--- src/design/uss_cfg.svh ---
`ifndef USS_CFG_SVH
`define USS_CFG_SVH

// character and queue sizes
`define USS_DATA_W 8
`define USS_RX_DEPTH 2
// oversampling ticks per bit and sampling points
`define USS_TICK_W 4
`define USS_TICK_LAST 4'hf
`define USS_SAMP_FIRST 4'h7
`define USS_SAMP_LAST 4'h9
// frame bit indices: 0 start, 1..8 data, 9 parity or stop, 10 stop after parity
`define USS_IDX_W 4
`define USS_IDX_START 4'h0
`define USS_IDX_DATA_LAST 4'h8
`define USS_IDX_PAR 4'h9
`define USS_IDX_STOP_NOPAR 4'h9
`define USS_IDX_STOP_PAR 4'ha
// status register layout and power-on value
`define USS_STAT_RESET 8'h0b
`define USS_BIT_PARITY_ERROR 7
`define USS_BIT_NF 6
`define USS_BIT_FRAMING_ERROR 5
`define USS_BIT_OVERRUN_ERROR 4
`define USS_BIT_RECEIVER_IDLE 3
`define USS_BIT_RX_DATA_READY 2
`define USS_BIT_TRANSMITTER_IDLE 1
`define USS_BIT_TX_BUFFER_EMPTY 0

`endif

--- src/design/uss_pkg.sv ---
`default_nettype none

package uss_pkg;

    typedef struct packed {
        logic parity_error;
        logic noise_flag;
        logic framing_error;
        logic overrun_error;
        logic receiver_idle;
        logic rx_data_ready;
        logic transmitter_idle;
        logic tx_buffer_empty;
    } uss_status_t;

    typedef struct packed {
        logic module_enable;
        logic transmitter_on;
        logic receiver_on;
        logic parity_en;
        logic parity_odd;
        logic receive_irq_enable;
    } uss_ctrl_t;

    typedef enum logic [0:0] {
        RX_IDLE,
        RX_BITS
    } uss_rx_state_t;

    typedef enum logic [0:0] {
        TX_IDLE,
        TX_BITS
    } uss_tx_state_t;

endpackage

`default_nettype wire

--- src/design/uss_fifo.sv ---
`timescale 1ns/1ps
`default_nettype none

module uss_fifo #(
    parameter int W = 8,
    parameter int D = 2
) (
    input wire logic clk_i,
    input wire logic rst_n_i,
    input wire logic ce_i,
    input wire logic flush_i,
    input wire logic in_valid_i,
    input wire logic [W-1:0] in_data_i,
    output logic in_ready_o,
    output logic out_valid_o,
    output logic [W-1:0] out_data_o,
    input wire logic out_ready_i,
    output logic [$clog2(D+1)-1:0] count_o
);
    localparam int AW = (D > 1) ? $clog2(D) : 1;
    localparam int CW = $clog2(D+1);

    logic [W-1:0] mem_q [D];
    logic [AW-1:0] wr_ptr_q;
    logic [AW-1:0] rd_ptr_q;
    logic [CW-1:0] cnt_q;

    wire push = in_valid_i && in_ready_o;
    wire pop = out_valid_o && out_ready_i;

    assign in_ready_o = (cnt_q != CW'(D));
    assign out_valid_o = (cnt_q != '0);
    assign out_data_o = mem_q[rd_ptr_q];
    assign count_o = cnt_q;

    // entries are plain flops, written in place
    for (genvar e = 0; e < D; e++) begin : g_entry
        always_ff @(posedge clk_i or negedge rst_n_i) begin
            if (!rst_n_i) begin
                mem_q[e] <= '0;
            end else if (ce_i && push && !flush_i && wr_ptr_q == AW'(e)) begin
                mem_q[e] <= in_data_i;
            end
        end
    end

    always_ff @(posedge clk_i or negedge rst_n_i) begin
        if (!rst_n_i) begin
            wr_ptr_q <= '0;
            rd_ptr_q <= '0;
            cnt_q <= '0;
        end else if (ce_i) begin
            if (flush_i) begin
                wr_ptr_q <= '0;
                rd_ptr_q <= '0;
                cnt_q <= '0;
            end else begin
                if (push) begin
                    wr_ptr_q <= (wr_ptr_q == AW'(D-1)) ? '0 : wr_ptr_q + 1'b1;
                end
                if (pop) begin
                    rd_ptr_q <= (rd_ptr_q == AW'(D-1)) ? '0 : rd_ptr_q + 1'b1;
                end
                cnt_q <= cnt_q + CW'(push) - CW'(pop);
            end
        end
    end

endmodule

`default_nettype wire

--- src/design/uss_uart.sv ---
// What this block does
// one 8-bit shared data register
// status read-only; idle flags reset to one
// bit 7 flags parity failure when enabled
// status read then data access clears errors
// bit 6 noise flag, never on overrun
// bit 5 flags wrongly framed character
// bit 4 overrun blocks further data transfers
// bit 3 low from start to stop
// bit 2 set on transfer; raises interrupt
// errors flagged with receive-available flag
// receive flag clears after sequence, queue empty
// bit 1 set when empty, nothing shifting
// status read then write clears transmitter idle
// no idle while character is queued
// bit 0 set on shift load, sequence clears
// transmitter enable also sets transmit-empty
// two-entry receive queue before data reads
// writes load transmit, reads return receive
// shift out and in LSB first
// module disable clears errors, sets idle flags
`timescale 1ns/1ps
`default_nettype none
`include "uss_cfg.svh"

module uss_uart
    import uss_pkg::*;
(
    input wire logic clk_i,
    input wire logic rst_n_i,
    input wire logic ce_i,
    input wire uss_ctrl_t ctrl_i,
    input wire logic bit_tick_i,
    input wire logic status_rd_i,
    input wire logic data_rd_i,
    input wire logic data_wr_i,
    input wire logic [`USS_DATA_W-1:0] data_wdata_i,
    output uss_status_t status_o,
    output logic [`USS_DATA_W-1:0] data_rdata_o,
    output logic rx_irq_o,
    input wire logic rx_i,
    output logic tx_o,
    output logic tx_oe_o
);
    localparam int DW = `USS_DATA_W;
    localparam int CW = $clog2(`USS_RX_DEPTH + 1);

    // status flags
    logic parity_error_q;
    logic nf_q;
    logic framing_error_q;
    logic overrun_error_q;
    logic rx_data_ready_q;
    logic transmitter_idle_q;
    logic tx_buffer_empty_q;
    logic rx_arm_q;
    logic tx_arm_q;
    logic transmitter_on_q;

    // receiver
    logic [1:0] rx_sync_q;
    uss_rx_state_t rx_st_q;
    logic [`USS_TICK_W-1:0] rx_tick_q;
    logic [`USS_IDX_W-1:0] rx_idx_q;
    logic [2:0] rx_vote_q;
    logic [DW-1:0] rx_sh_q;
    logic rx_pbit_q;
    logic rx_noise_q;
    logic [DW-1:0] rd_data_q;

    // transmitter
    uss_tx_state_t tx_st_q;
    logic [DW-1:0] tx_buf_q;
    logic tx_full_q;
    logic [DW+2:0] tx_sh_q;
    logic [`USS_TICK_W-1:0] tx_tick_q;
    logic [`USS_IDX_W-1:0] tx_idx_q;

    // fifo side
    logic fifo_in_ready;
    logic fifo_out_valid;
    logic [DW-1:0] fifo_out_data;
    logic [CW-1:0] fifo_cnt;

    wire en = ctrl_i.module_enable;
    wire rx_run = en && ctrl_i.receiver_on;
    wire tx_run = en && ctrl_i.transmitter_on;
    wire rx_s = rx_sync_q[1];

    // receive sampling and frame bookkeeping
    wire rx_samp = bit_tick_i && (rx_tick_q >= `USS_SAMP_FIRST) && (rx_tick_q <= `USS_SAMP_LAST);
    wire rx_bit_end = bit_tick_i && (rx_tick_q == `USS_TICK_LAST) && (rx_st_q == RX_BITS);
    wire rx_maj = (rx_vote_q[0] & rx_vote_q[1]) | (rx_vote_q[0] & rx_vote_q[2])
        | (rx_vote_q[1] & rx_vote_q[2]);
    wire rx_noisy = !(&rx_vote_q) && (|rx_vote_q);
    wire [`USS_IDX_W-1:0] rx_stop_idx = ctrl_i.parity_en ? `USS_IDX_STOP_PAR
        : `USS_IDX_STOP_NOPAR;
    wire rx_start_seen = rx_run && (rx_st_q == RX_IDLE) && !rx_s;
    wire rx_false_start = rx_bit_end && (rx_idx_q == `USS_IDX_START) && rx_maj;
    // a frame ending as the receiver is switched off is dropped with the flush
    wire rx_done = rx_run && rx_bit_end && (rx_idx_q == rx_stop_idx);
    wire rx_is_data = (rx_idx_q != `USS_IDX_START) && (rx_idx_q <= `USS_IDX_DATA_LAST);
    wire rx_is_par = ctrl_i.parity_en && (rx_idx_q == `USS_IDX_PAR);
    // the word being checked is complete once the stop bit ends
    wire rx_parity_error = ctrl_i.parity_en && ((^rx_sh_q) ^ rx_pbit_q ^ ctrl_i.parity_odd);
    wire rx_framing_error = !rx_maj;
    wire rx_word_noise = rx_noise_q || rx_noisy;

    // a full queue or a pending overrun drops the new character
    wire rx_push = rx_done && fifo_in_ready && !overrun_error_q;
    wire rx_overrun = rx_done && !rx_push;

    // software access decode
    wire data_pop = data_rd_i && fifo_out_valid;
    wire rx_clear = data_rd_i && rx_arm_q;
    wire tx_clear = data_wr_i && tx_arm_q;
    wire rx_any = rx_data_ready_q || parity_error_q || nf_q || framing_error_q || overrun_error_q;
    wire rx_last = (fifo_cnt <= CW'(1));
    wire transmitter_on_rise = tx_run && !transmitter_on_q;

    // transmit frame
    wire tx_load = tx_run && tx_full_q && (tx_st_q == TX_IDLE);
    wire tx_par = (^tx_buf_q) ^ ctrl_i.parity_odd;
    wire [`USS_IDX_W-1:0] tx_last_idx = ctrl_i.parity_en ? `USS_IDX_STOP_PAR
        : `USS_IDX_STOP_NOPAR;
    wire tx_bit_end = bit_tick_i && (tx_tick_q == `USS_TICK_LAST) && (tx_st_q == TX_BITS);
    wire tx_done = tx_bit_end && (tx_idx_q == tx_last_idx);
    wire [DW+2:0] tx_frame = ctrl_i.parity_en ? {1'b1, tx_par, tx_buf_q, 1'b0}
        : {2'b11, tx_buf_q, 1'b0};
    // idle needs an empty buffer and a quiet shifter
    // a write in this cycle already queues a character
    wire transmitter_idle_set = tx_buffer_empty_q && (tx_st_q == TX_IDLE) && !tx_full_q && !data_wr_i;

    // two-entry receive queue
    uss_fifo #(
        .W(DW),
        .D(`USS_RX_DEPTH)
    ) u_rx_fifo (
        .clk_i(clk_i),
        .rst_n_i(rst_n_i),
        .ce_i(ce_i),
        .flush_i(!rx_run),
        .in_valid_i(rx_push),
        .in_data_i(rx_sh_q),
        .in_ready_o(fifo_in_ready),
        .out_valid_o(fifo_out_valid),
        .out_data_o(fifo_out_data),
        .out_ready_i(data_rd_i),
        .count_o(fifo_cnt)
    );

    // two flops before the pin is looked at
    always_ff @(posedge clk_i or negedge rst_n_i) begin
        if (!rst_n_i) begin
            rx_sync_q <= 2'h3;
        end else if (ce_i) begin
            rx_sync_q <= {rx_sync_q[0], rx_i};
        end
    end

    // start detect to stop end
    always_ff @(posedge clk_i or negedge rst_n_i) begin
        if (!rst_n_i) begin
            rx_st_q <= RX_IDLE;
            rx_tick_q <= '0;
            rx_idx_q <= '0;
        end else if (ce_i) begin
            if (!rx_run || rx_false_start || rx_done) begin
                rx_st_q <= RX_IDLE;
            end else if (rx_start_seen) begin
                rx_st_q <= RX_BITS;
                rx_tick_q <= '0;
                rx_idx_q <= '0;
            end else if (rx_st_q == RX_BITS && bit_tick_i) begin
                rx_tick_q <= rx_tick_q + 1'b1;
                if (rx_bit_end) begin
                    rx_idx_q <= rx_idx_q + 1'b1;
                end
            end
        end
    end

    // data enters at the top, LSB first
    always_ff @(posedge clk_i or negedge rst_n_i) begin
        if (!rst_n_i) begin
            rx_vote_q <= 3'h7;
            rx_sh_q <= '0;
            rx_pbit_q <= 1'b0;
            rx_noise_q <= 1'b0;
        end else if (ce_i) begin
            if (rx_start_seen) begin
                rx_noise_q <= 1'b0;
            end else if (rx_bit_end) begin
                rx_noise_q <= rx_word_noise;
            end
            if (rx_samp) begin
                rx_vote_q <= {rx_vote_q[1:0], rx_s};
            end
            if (rx_bit_end && rx_is_data) begin
                rx_sh_q <= {rx_maj, rx_sh_q[DW-1:1]};
            end
            if (rx_bit_end && rx_is_par) begin
                rx_pbit_q <= rx_maj;
            end
        end
    end

    // read data held in a register
    // reads return the receive side
    always_ff @(posedge clk_i or negedge rst_n_i) begin
        if (!rst_n_i) begin
            rd_data_q <= '0;
        end else if (ce_i && data_pop) begin
            rd_data_q <= fifo_out_data;
        end
    end

    // the status read arms the clearing access
    always_ff @(posedge clk_i or negedge rst_n_i) begin
        if (!rst_n_i) begin
            rx_arm_q <= 1'b0;
            tx_arm_q <= 1'b0;
        end else if (ce_i) begin
            if (status_rd_i && rx_any) begin
                rx_arm_q <= 1'b1;
            end else if (data_rd_i) begin
                rx_arm_q <= 1'b0;
            end
            if (status_rd_i && (tx_buffer_empty_q || transmitter_idle_q)) begin
                tx_arm_q <= 1'b1;
            end else if (data_wr_i) begin
                tx_arm_q <= 1'b0;
            end
        end
    end

    // receive flags; a set in the clearing cycle wins
    always_ff @(posedge clk_i or negedge rst_n_i) begin
        if (!rst_n_i) begin
            parity_error_q <= 1'b0;
            nf_q <= 1'b0;
            framing_error_q <= 1'b0;
            overrun_error_q <= 1'b0;
            rx_data_ready_q <= 1'b0;
        end else if (ce_i) begin
            // disable drops the receive flags
            if (!en) begin
                parity_error_q <= 1'b0;
                nf_q <= 1'b0;
                framing_error_q <= 1'b0;
                overrun_error_q <= 1'b0;
                rx_data_ready_q <= 1'b0;
            end else begin
                // parity error on push
                // errors set with the available flag
                if (rx_push && rx_parity_error) begin
                    parity_error_q <= 1'b1;
                end else if (rx_clear) begin
                    parity_error_q <= 1'b0;
                end
                // overrun characters never flag noise
                if (rx_push && rx_word_noise) begin
                    nf_q <= 1'b1;
                end else if (rx_clear) begin
                    nf_q <= 1'b0;
                end
                // stop bit sampled low
                if (rx_push && rx_framing_error) begin
                    framing_error_q <= 1'b1;
                end else if (rx_clear) begin
                    framing_error_q <= 1'b0;
                end
                // overrun flag set on drop
                // errors cleared by the sequence
                if (rx_overrun) begin
                    overrun_error_q <= 1'b1;
                end else if (rx_clear) begin
                    overrun_error_q <= 1'b0;
                end
                // transfer into the data register
                // clears only when the queue drains
                if (rx_push) begin
                    rx_data_ready_q <= 1'b1;
                end else if (rx_clear && rx_last) begin
                    rx_data_ready_q <= 1'b0;
                end
            end
        end
    end

    // writes load the transmit buffer
    always_ff @(posedge clk_i or negedge rst_n_i) begin
        if (!rst_n_i) begin
            tx_buf_q <= '0;
            tx_full_q <= 1'b0;
        end else if (ce_i) begin
            if (data_wr_i) begin
                tx_buf_q <= data_wdata_i;
            end
            if (!tx_run) begin
                tx_full_q <= 1'b0;
            end else if (data_wr_i) begin
                tx_full_q <= 1'b1;
            end else if (tx_load) begin
                tx_full_q <= 1'b0;
            end
        end
    end

    // frame leaves bit 0 first
    always_ff @(posedge clk_i or negedge rst_n_i) begin
        if (!rst_n_i) begin
            tx_st_q <= TX_IDLE;
            tx_sh_q <= '1;
            tx_tick_q <= '0;
            tx_idx_q <= '0;
        end else if (ce_i) begin
            if (!tx_run || tx_done) begin
                tx_st_q <= TX_IDLE;
                tx_sh_q <= '1;
            end else if (tx_load) begin
                tx_st_q <= TX_BITS;
                tx_sh_q <= tx_frame;
                tx_tick_q <= '0;
                tx_idx_q <= '0;
            end else if (tx_st_q == TX_BITS && bit_tick_i) begin
                tx_tick_q <= tx_tick_q + 1'b1;
                if (tx_bit_end) begin
                    tx_sh_q <= {1'b1, tx_sh_q[DW+2:1]};
                    tx_idx_q <= tx_idx_q + 1'b1;
                end
            end
        end
    end

    // transmit flags; a set in the clearing cycle wins
    always_ff @(posedge clk_i or negedge rst_n_i) begin
        if (!rst_n_i) begin
            tx_buffer_empty_q <= 1'b1;
            transmitter_idle_q <= 1'b1;
            transmitter_on_q <= 1'b0;
        end else if (ce_i) begin
            transmitter_on_q <= tx_run;
            // disable forces the idle flags
            if (!en) begin
                tx_buffer_empty_q <= 1'b1;
                transmitter_idle_q <= 1'b1;
            end else begin
                // loaded into the shifter
                // enabling reports an empty buffer
                if (tx_load || transmitter_on_rise) begin
                    tx_buffer_empty_q <= 1'b1;
                end else if (tx_clear) begin
                    tx_buffer_empty_q <= 1'b0;
                end
                // empty and nothing shifting
                // a queued character blocks idle
                // cleared by the write sequence
                if (transmitter_idle_set) begin
                    transmitter_idle_q <= 1'b1;
                end else if (tx_clear) begin
                    transmitter_idle_q <= 1'b0;
                end
            end
        end
    end

    // all status bits are read-only
    assign status_o = '{
        parity_error: parity_error_q,
        noise_flag: nf_q,
        framing_error: framing_error_q,
        overrun_error: overrun_error_q,
        receiver_idle: (rx_st_q == RX_IDLE),
        rx_data_ready: rx_data_ready_q,
        transmitter_idle: transmitter_idle_q,
        tx_buffer_empty: tx_buffer_empty_q
    };
    assign data_rdata_o = rd_data_q;
    // receive interrupt gated by its enable
    assign rx_irq_o = rx_data_ready_q && ctrl_i.receive_irq_enable;
    // line rests high when not shifting
    assign tx_o = tx_sh_q[0];
    assign tx_oe_o = tx_run;
endmodule

`default_nettype wire

--- config.mk ---
export PLATFORM = sky130hd
export DESIGN_NAME = uss_uart
export DESIGN_NICKNAME = d
export VERILOG_FILES = /design/src/design/uss_pkg.sv /design/src/design/uss_fifo.sv /design/src/design/uss_uart.sv
export VERILOG_INCLUDE_DIRS = /design/src /design/src/design
export SDC_FILE = /design/constraint.sdc
export NUM_CORES = 1
export LEC_CHECK = 0
export ABC_AREA = 0
export BUFFER_PORTS_ARGS = -buffer_cell sky130_fd_sc_hd__buf_2
export CORE_UTILIZATION = 30
export CTS_CLUSTER_DIAMETER = 150
export CTS_CLUSTER_SIZE = 10
export DETAILED_ROUTE_END_ITERATION = 8
export GPL_ROUTABILITY_DRIVEN = 1
export PLACE_DENSITY = 0.56
export SYNTH_ARGS = -nofsm -noshare
export SYNTH_HDL_FRONTEND = slang
export SYNTH_SLANG_ARGS = --single-unit
--- constraint.sdc ---
create_clock -name clk_i -period 5.31 [get_ports clk_i]
set_input_delay 0 -clock clk_i [delete_from_list [all_inputs] [get_ports clk_i]]
set_output_delay 0 -clock clk_i [all_outputs]
set_load 0.1 [all_outputs]
==> out/results.md, run 1 <==
| Item | Value | Unit |
|:---|:---|:---|
| Run status | finished, final reports clean | - |
| Crit Path Class | in -> reg | - |
| Power Dens Cells | 308.2 | nW/um^2 |
| Max transition margin | 27.48 | % |
| Die outline width | 125.7 | um |
| Flip-flop and latch area | 2273 | sq um |
| Final weighted congestion in routability-driven placement | 0.7840 | - |
| Buffer type at the clock tree root | sky130_fd_sc_hd__clkbuf_16 | - |
| Transition time of the tightest slew-check pin | 1.081 | ns |
| Critical Path Sink Type | register | - |
| Pin count of the biggest net entering global routing | 76 | - |
| Routed Antenna Nets | 0 | - |
| Post-synth net total | 454 | - |
| Floorplan row count | 44 | - |
| Core area | 14,750 | sq um |
| Total CTS buffers | 9 | - |
| Detailed Routing Iterations Pass 1 | 4 | - |
| Floorplan die height | 125.7 | um |
| Critical path required time | 5.57 | ns |
| CTS tree | done | - |
| Netlist Area Pre-Place | 4592 | sq um |
| Count of state elements after synthesis | 90 | - |
| Mean number of vias per cell | 4.887 | - |
| Maximum buffer depth of the clock tree | 2 | - |
| Final count of pins violating max slew | 0 | - |
| Clock sink total | 90 | - |
| 1st-iter DRT viols | 206 | - |
| Worst VDD drop | 0.1866 | mV |
| Synth-to-layout area growth | 16.49 | % |
| Worst hold path class | in -> async | - |
| Initial antenna violation count | 0 | - |
| Final-report setup violation count | 0 | - |
| Data arrival time of the worst path | 2.62 | ns |
| Setup repair after global routing missed its margin | no | - |
| Count of max-cap constraint violations | 0 | - |
| Resize count post-CTS | 0 | - |
| Mean routed wirelength per cell | 14.06 | um |
| # diodes | 0 | - |
| Post-synthesis async set-or-reset flop share | 100.0 | % |
| Post-detailed-placement half-perimeter wirelength | 6.708 | mm |
| Number of buffers inserted by post-CTS setup repair | 0 | - |
| First-pass GRT wire length | 16.00 | mm |
| End of the worst register-to-register path | tx_sh_q[3] | - |
| Die Area | 15,810 | sq um |
| Number of instances in the synthesized netlist | 422 | - |
| Post-route worst hold slack | 0.04329 | ns |
| # fillers | 1,471 | - |
| Final critical-path required period | 2.363 | ns |
| Layout Nets | 499 | - |
| Crit Reg-Reg Startpoint | tx_st_q | - |
| Via count of the first global-routing pass | 3,141 | - |
| Worst r2r path cells | 4 | - |
| Accumulated negative setup slack | 0 | ns |
| Initial core utilization | 31.12 | % |
| Dominant synthesized flop cell | sky130_fd_sc_hd__dfrtp_1 | - |
| Number of I/O port buffers | 40 | - |
| Vias | 3,201 | - |
| Number of enable flip-flop cells after synthesis | 0 | - |
| Aggregate global routing overflow | 0 | - |
| DRC viols | 0 | - |
| Timing-limited maximum frequency | 423.2 | MHz |
| Sum of routed wire length over all layers | 9.210 | mm |
| Worst skew pair latency | 0.35 | ns |
| Final-report hold violation count | 0 | - |
| Leakage | 2.437 | nW |
| CP startpoint kind | input pin | - |
| Gr usage total | 12.80 | % |
| Final Cycle Share | 44.50 | % |
| CTS clock-pin slew for the worst setup and hold paths | 0.06 | ns |
| Count of synthesis-stage warnings from yosys | 0 | - |
| H-tree lvl count | 3 | - |
| Most frequent cells in the layout | sky130_fd_sc_hd__dfrtp_1, sky130_fd_sc_hd__nand2_1, sky130_fd_sc_hd__o21ai_0, sky130_fd_sc_hd__buf_2, sky130_fd_sc_hd__mux2_2 | - |
| Share of synthesized area occupied by flip-flops and latches | 49.51 | % |
| Syn avg cell area | 10.88 | sq um |
| Post-synth cell types | 58 | - |
| Worst setup slack for register-to-register paths | 2.99 | ns |
| Fraction of final layout cells sized beyond drive strength 1 | 25.90 | % |
| Ports placed on the boundary | 41 | - |
| Largest clock skew in the final design | 0.009737 | ns |
| Peak fanout along the critical path | 19 | - |
| Area used by multi-input combinational logic | 2155 | sq um |
| Most common cell after layout, fill and taps aside | sky130_fd_sc_hd__dfrtp_1 | - |
==> how the worst max path moves through the flow <==
stage / slack (ns) / endpoint / start
floorplan: 3.34 / tx_tick_q[0] / ctrl_i[5]
global placement: 3.08 / tx_sh_q[0] / tx_st_q
detailed placement: 3.02 / tx_sh_q[7] / tx_st_q
CTS: 2.97 / tx_sh_q[3] / ctrl_i[5]
global route: 2.77 / tx_sh_q[8] / ctrl_i[5]
finish: 2.95 / tx_sh_q[3] / ctrl_i[5]
==> power breakdown <==
| part | internal (mW) | switching (mW) |
|---|---|---|
| clock network | 0.378 | 0.270 |
| registers | 0.737 | 0.0401 |
| logic | 0.0952 | 0.129 |
| total | 1.21 | 0.439 |
==> flip-flops by register name, indices dropped and copies added, names as in the netlist, 2 cells and up <==
signal	count
tx_tick_q	4
rx_tick_q	4
tx_buf_q	8
data_rdata_o	8
tx_idx_q	4
rx_vote_q	3
rx_idx_q	4
rx_sh_q	8
rx_sync_q	2
u_rx_fifo.count_o	2
tx_sh_q	10
u_rx_fifo.mem_q	16
==> worst max-delay path, cell delays in order <==
cell	delay, ns
sky130_fd_sc_hd__dlygate4sd3_1	0.54
sky130_fd_sc_hd__buf_2	0.24
sky130_fd_sc_hd__nand2_1	0.20
sky130_fd_sc_hd__nor2_2	0.75
sky130_fd_sc_hd__o21ai_1	0.55
sky130_fd_sc_hd__o211ai_1	0.34
==> cells by family (layout without fill, tap and decap cells) <==
group	after synthesis	count (layout)	share of synthesized area [%]
flip-flops	90	90	49.51
multiplexers	56	56	13.90
XOR/XNOR	19	19	3.924
AND/OR/NAND/NOR	125	125	13.79
AO/OA/AOI/OAI	88	88	12.37
buffers and inverters	33	82	3.569
adder cells (fa/ha/maj)	11	11	2.943
==> stage by stage <==
step	total power, mW	std cells	area [sq um]	setup WS [ns]	utilization (%)
floorplan	0.9438	422	4592	3.340	-
global placement	1.001	627	4917	3.077	33.33
detailed placement	1.010	627	4917	3.015	33.33
CTS	1.675	655	5349	2.968	36.25
global route	1.737	655	5349	2.772	36.25
finish	1.649	655	5349	2.947	36.25
==> per-layer routing <==
metal	vias to the layer above	global-route usage (%)	share of wire, %
met5	-	0	0
met4	0	4.735	1.2
met3	6	3.101	3.0
met2	47	19.97	47
met1	1567	17.20	49
li1	1581	-	-
==> cell type report <==
class / count / share of cell area, %
sequential: 90 / 42.50
clock inverter: 5 / 1.170
tap: 184 / 4.304
timing repair buffer: 54 / 6.363
inverter: 13 / 0.9123
clock buffer: 10 / 4.468
multi-input combinational: 299 / 40.28
==> timing repair <==
action	in CTS	in global routing
hold buffers	13	0
setup endpoints to repair	0	0
hold endpoints to repair	27	0
==> synthesized netlist by cell type, types with 6 or more instances <==
master | count | area, sq um
sky130_fd_sc_hd__nand2_1 | 55 | 206.5
sky130_fd_sc_hd__nor2_1 | 14 | 52.55
sky130_fd_sc_hd__mux2_2 | 30 | 337.8
sky130_fd_sc_hd__buf_4 | 7 | 52.55
sky130_fd_sc_hd__nand3_1 | 11 | 55.05
sky130_fd_sc_hd__ha_1 | 10 | 125.1
sky130_fd_sc_hd__mux2_4 | 8 | 120.1
sky130_fd_sc_hd__o211ai_1 | 9 | 67.56
sky130_fd_sc_hd__mux2i_1 | 18 | 180.2
sky130_fd_sc_hd__a21oi_1 | 9 | 45.04
sky130_fd_sc_hd__xnor2_1 | 13 | 113.9
sky130_fd_sc_hd__inv_1 | 13 | 48.80
sky130_fd_sc_hd__clkbuf_1 | 6 | 22.52
sky130_fd_sc_hd__o21ai_0 | 40 | 200.2
sky130_fd_sc_hd__dfstp_2 | 17 | 446.7
sky130_fd_sc_hd__dfrtp_1 | 73 | 1827
No activity file was read; power rests on OpenSTA's default activity.
==> run 2: changes to the inputs <==
--- a/config.mk
+++ b/config.mk
@@ -13,7 +13,7 @@
 export CTS_CLUSTER_SIZE = 10
 export DETAILED_ROUTE_END_ITERATION = 8
 export GPL_ROUTABILITY_DRIVEN = 1
-export PLACE_DENSITY = 0.56
+export PLACE_DENSITY = 0.58
 export SYNTH_ARGS = -nofsm -noshare
 export SYNTH_HDL_FRONTEND = slang
 export SYNTH_SLANG_ARGS = --single-unit
==> constraint.sdc (replaced) <==
create_clock -name clk_i -period 1.92 [get_ports clk_i]
set_input_delay 0 -clock clk_i [delete_from_list [all_inputs] [get_ports clk_i]]
set_output_delay 0 -clock clk_i [all_outputs]
set_load 0.1 [all_outputs]
==> run 2 against run 1 <==
Sequential share of layout area shrank 2.4 points. Flip-flop and latch count unchanged. Global-route usage increased by 0.77 points. Via count rose by 4.7%. Design area up 6.1%. Clock skew shrank 0.0019 ns. Non-clock buffer count rose by 32.
==> out/results.md, run 2 (synthesized netlist as in run 1, its figures left out) <==
| Item | Value | Unit | Change |
|:---|:---|:---|:---|
| Crit path buffers/inverters | 0 | - | was 2 |
| Worst r2r path cells | 5 | - | was 4 |
| Ports placed on the boundary | 41 | - | unchanged |
| Post-route worst hold slack | 0.05708 | ns | was 0.04329 ns |
| Sum of routed wire length over all layers | 10.08 | mm | was 9.210 mm |
| Final count of pins violating max slew | 0 | - | unchanged |
| Slowest cell on the critical path | sky130_fd_sc_hd__dfrtp_1 | - | was sky130_fd_sc_hd__nor2_2 |
| 1st-iter DRT viols | 227 | - | was 206 |
| Peak fanout along the critical path | 8 | - | was 19 |
| Worst skew pair latency | 0.35 | ns | about the same |
| Worst hold path class | in -> reg | - | was in -> async |
| Number of I/O port buffers | 40 | - | unchanged |
| CP startpoint kind | register | - | was input pin |
| Critical Path Sink Type | register | - | unchanged |
| Final critical-path required period | 1.872 | ns |  |
| Final Cycle Share | 97.51 | % |  |
| Pin count of the biggest net entering global routing | 57 | - | was 76 |
| Initial core utilization | 31.12 | % | unchanged |
| Number of non-filler instances in the completed layout | 688 | - | was 655 |
| Layout Nets | 531 | - | was 499 |
| Clock sink total | 90 | - | unchanged |
| Power Dens Cells | 810.1 | nW/um^2 | was 308.2 nW/um^2 |
| Initial antenna violation count | 0 | - | unchanged |
| Transition time of the tightest slew-check pin | 0.5125 | ns | was 1.081 ns |
| CTS tree | done | - | unchanged |
| Maximum buffer depth of the clock tree | 2 | - | unchanged |
| Final-report setup violation count | 0 | - | unchanged |
| Most flops, register | u_rx_fifo.mem_q | - | unchanged |
| Aggregate global routing overflow | 0 | - | unchanged |
| Count of max-cap constraint violations | 0 | - | unchanged |
| Mean number of vias per cell | 4.874 | - | was 4.887 |
| Timing-limited maximum frequency | 534.1 | MHz |  |
| Detailed Routing Iterations Pass 1 | 4 | - | unchanged |
| Floorplan row count | 44 | - | unchanged |
| Die Area | 15,810 | sq um | unchanged |
| Fin worst setup slack | 0.04778 | ns | was 2.947 ns |
| Total CTS buffers | 9 | - | unchanged |
| CP peak stage delay | 0.42 | ns | was 0.75 ns |
| Accumulated negative setup slack | 0 | ns | unchanged |
| Via count of the first global-routing pass | 3,330 | - | was 3,141 |
| Worst setup slack for register-to-register paths | 0.05 | ns | was 2.99 ns |
| Max transition margin | 66.07 | % | was 27.48% |
| Floorplan die height | 125.7 | um | unchanged |
| Final weighted congestion in routability-driven placement | 0.8392 | - | was 0.7840 |
| Category of cells accounting for the largest share of critical-path delay | simple AND/OR/NAND/NOR gates | - | unchanged |
| CTS clock-pin slew for the worst setup and hold paths | 0.07 | ns | was 0.06 ns |
| Fraction of final layout cells sized beyond drive strength 1 | 32.94 | % | was 25.90% |
| Core area | 14,750 | sq um | unchanged |
| Crit Reg-Reg Startpoint | rx_idx_q[0] | - | was tx_st_q |
| Critical path cell sequence | or3b_4 -> a21oi_4 -> nand4_4 -> or2_4 -> mux2_4 | - | was dlygate4sd3_1 -> buf_2 -> nand2_1 -> nor2_2 -> o21ai_1 -> o211ai_1 |
| Crit Path Class | reg -> reg | - | was in -> reg |
| Flip-flop count of the largest register, all copies and words added | 16 | - | unchanged |
| Final-report hold violation count | 0 | - | unchanged |
| DRC viols | 0 | - | unchanged |
| Synth-to-layout area growth | 23.57 | % | was 16.49% |
| Die outline width | 125.7 | um | unchanged |
| End of the worst register-to-register path | u_rx_fifo.mem_q[5] | - | was tx_sh_q[3] |
| Power after layout | 4.597 | mW | was 1.649 mW |
| Startpoint of the most critical hold path | ctrl_i[2] | - |  |
| # diodes | 0 | - | unchanged |
| Most common cell after layout, fill and taps aside | sky130_fd_sc_hd__dfrtp_1 | - | unchanged |
| Worst VDD drop | 0.4828 | mV | was 0.1866 mV |
| Post-Place Cells | 653 | - | was 627 |
| Buffer type at the clock tree root | sky130_fd_sc_hd__clkbuf_16 | - | unchanged |
| Crit. Startpoint | rx_idx_q[0] | - | was ctrl_i[5] |
| Data arrival time of the worst path | 2.10 | ns | was 2.62 ns |
| Run status | finished, final reports clean | - | unchanged |
| H-tree lvl count | 3 | - | unchanged |
| Endpoint, Worst Hold | parity_error_q | - |  |
| Leakage | 2.623 | nW | was 2.437 nW |
| Critical path required time | 2.15 | ns | was 5.57 ns |
| Mean routed wirelength per cell | 14.65 | um | was 14.06 um |
| Setup repair after global routing missed its margin | yes | - | was no |
| Routed Antenna Nets | 0 | - | unchanged |
| Most frequent cells in the layout | sky130_fd_sc_hd__dfrtp_1, sky130_fd_sc_hd__nand2_1, sky130_fd_sc_hd__o21ai_0, sky130_fd_sc_hd__buf_2 | - | was sky130_fd_sc_hd__dfrtp_1, sky130_fd_sc_hd__nand2_1, sky130_fd_sc_hd__o21ai_0, sky130_fd_sc_hd__buf_2, sky130_fd_sc_hd__mux2_2 |
| Largest clock skew in the final design | 0.007863 | ns | was 0.009737 ns |
| Vias | 3,353 | - | was 3,201 |
| Number of cells on the worst hold path | 2 | - |  |
| Post-detailed-placement half-perimeter wirelength | 7.353 | mm | was 6.708 mm |
| First-pass GRT wire length | 17.03 | mm | was 16.00 mm |
| Gr usage total | 13.57 | % | was 12.80% |
| Leading registers by flop count | u_rx_fifo.mem_q x16, tx_sh_q x10 | - | unchanged |
| Post-Place Worst Slack | -0.07328 | ns | was 3.015 ns |
-- run 2: cell types whose count changed in the layout (fill, tap and decap cells not counted), sizes merged --
cell	previous run	this run
dlygate4sd3	13	14
clkbuf	10	9
bufinv	1	0
inv	15	17
clkinv	0	1
buf	41	72
-- run 2: what timing repair did --
item,4_1_cts,5_1_grt
hold buffers,14,0
resized for setup,9,11
endpoints found under the setup margin,23,26
pin swaps,2,2
setup buffers,2,3
endpoints found under the hold margin,47,0
-- run 2: final cells by class --
cell class              instances  area (sq um)
repair buffers                 86         603.1
multi-input cells             299          2220
clock buffers                   9         225.2
flip-flops and latches         90          2273
fillers                      1443          9080
well taps                     184         230.2
clock inverters                 7         67.56
inverters                      13         55.05
-- run 2: power breakdown --
part	internal [mW]	switching [mW]
logic	0.322	0.390
clock network	0.917	0.831
registers	2.04	0.102
-- run 2: routing by layer --
layer | vias to the layer above | global-route usage (%) | part of all wire (%)
li1 | 1650 | - | -
met1 | 1626 | 17.95 | 47
met2 | 71 | 21.90 | 47
met3 | 6 | 3.568 | 4.6
met4 | 0 | 3.659 | 0.95
met5 | - | 0 | 0
-- run 2: stage by stage --
step	util [%]	instance area [sq um]
2_1_floorplan	-	4596
3_3_place_gp	34.76	5129
3_5_place_dp	34.76	5129
4_1_cts	38.02	5609
5_1_grt	38.46	5674
6_report	38.46	5674
-- run 2: worst max path at each step --
stage               depth (start not counted)  slack, ns                   end
global route                               10      -0.07  u_rx_fifo.count_o[1]
CTS                                         8     0.0007          rx_tick_q[2]
global placement                            5      -0.02    u_rx_fifo.mem_q[2]
finish                                      5       0.05    u_rx_fifo.mem_q[5]
floorplan                                   6       0.03    u_rx_fifo.mem_q[0]
detailed placement                          5      -0.07    u_rx_fifo.mem_q[1]
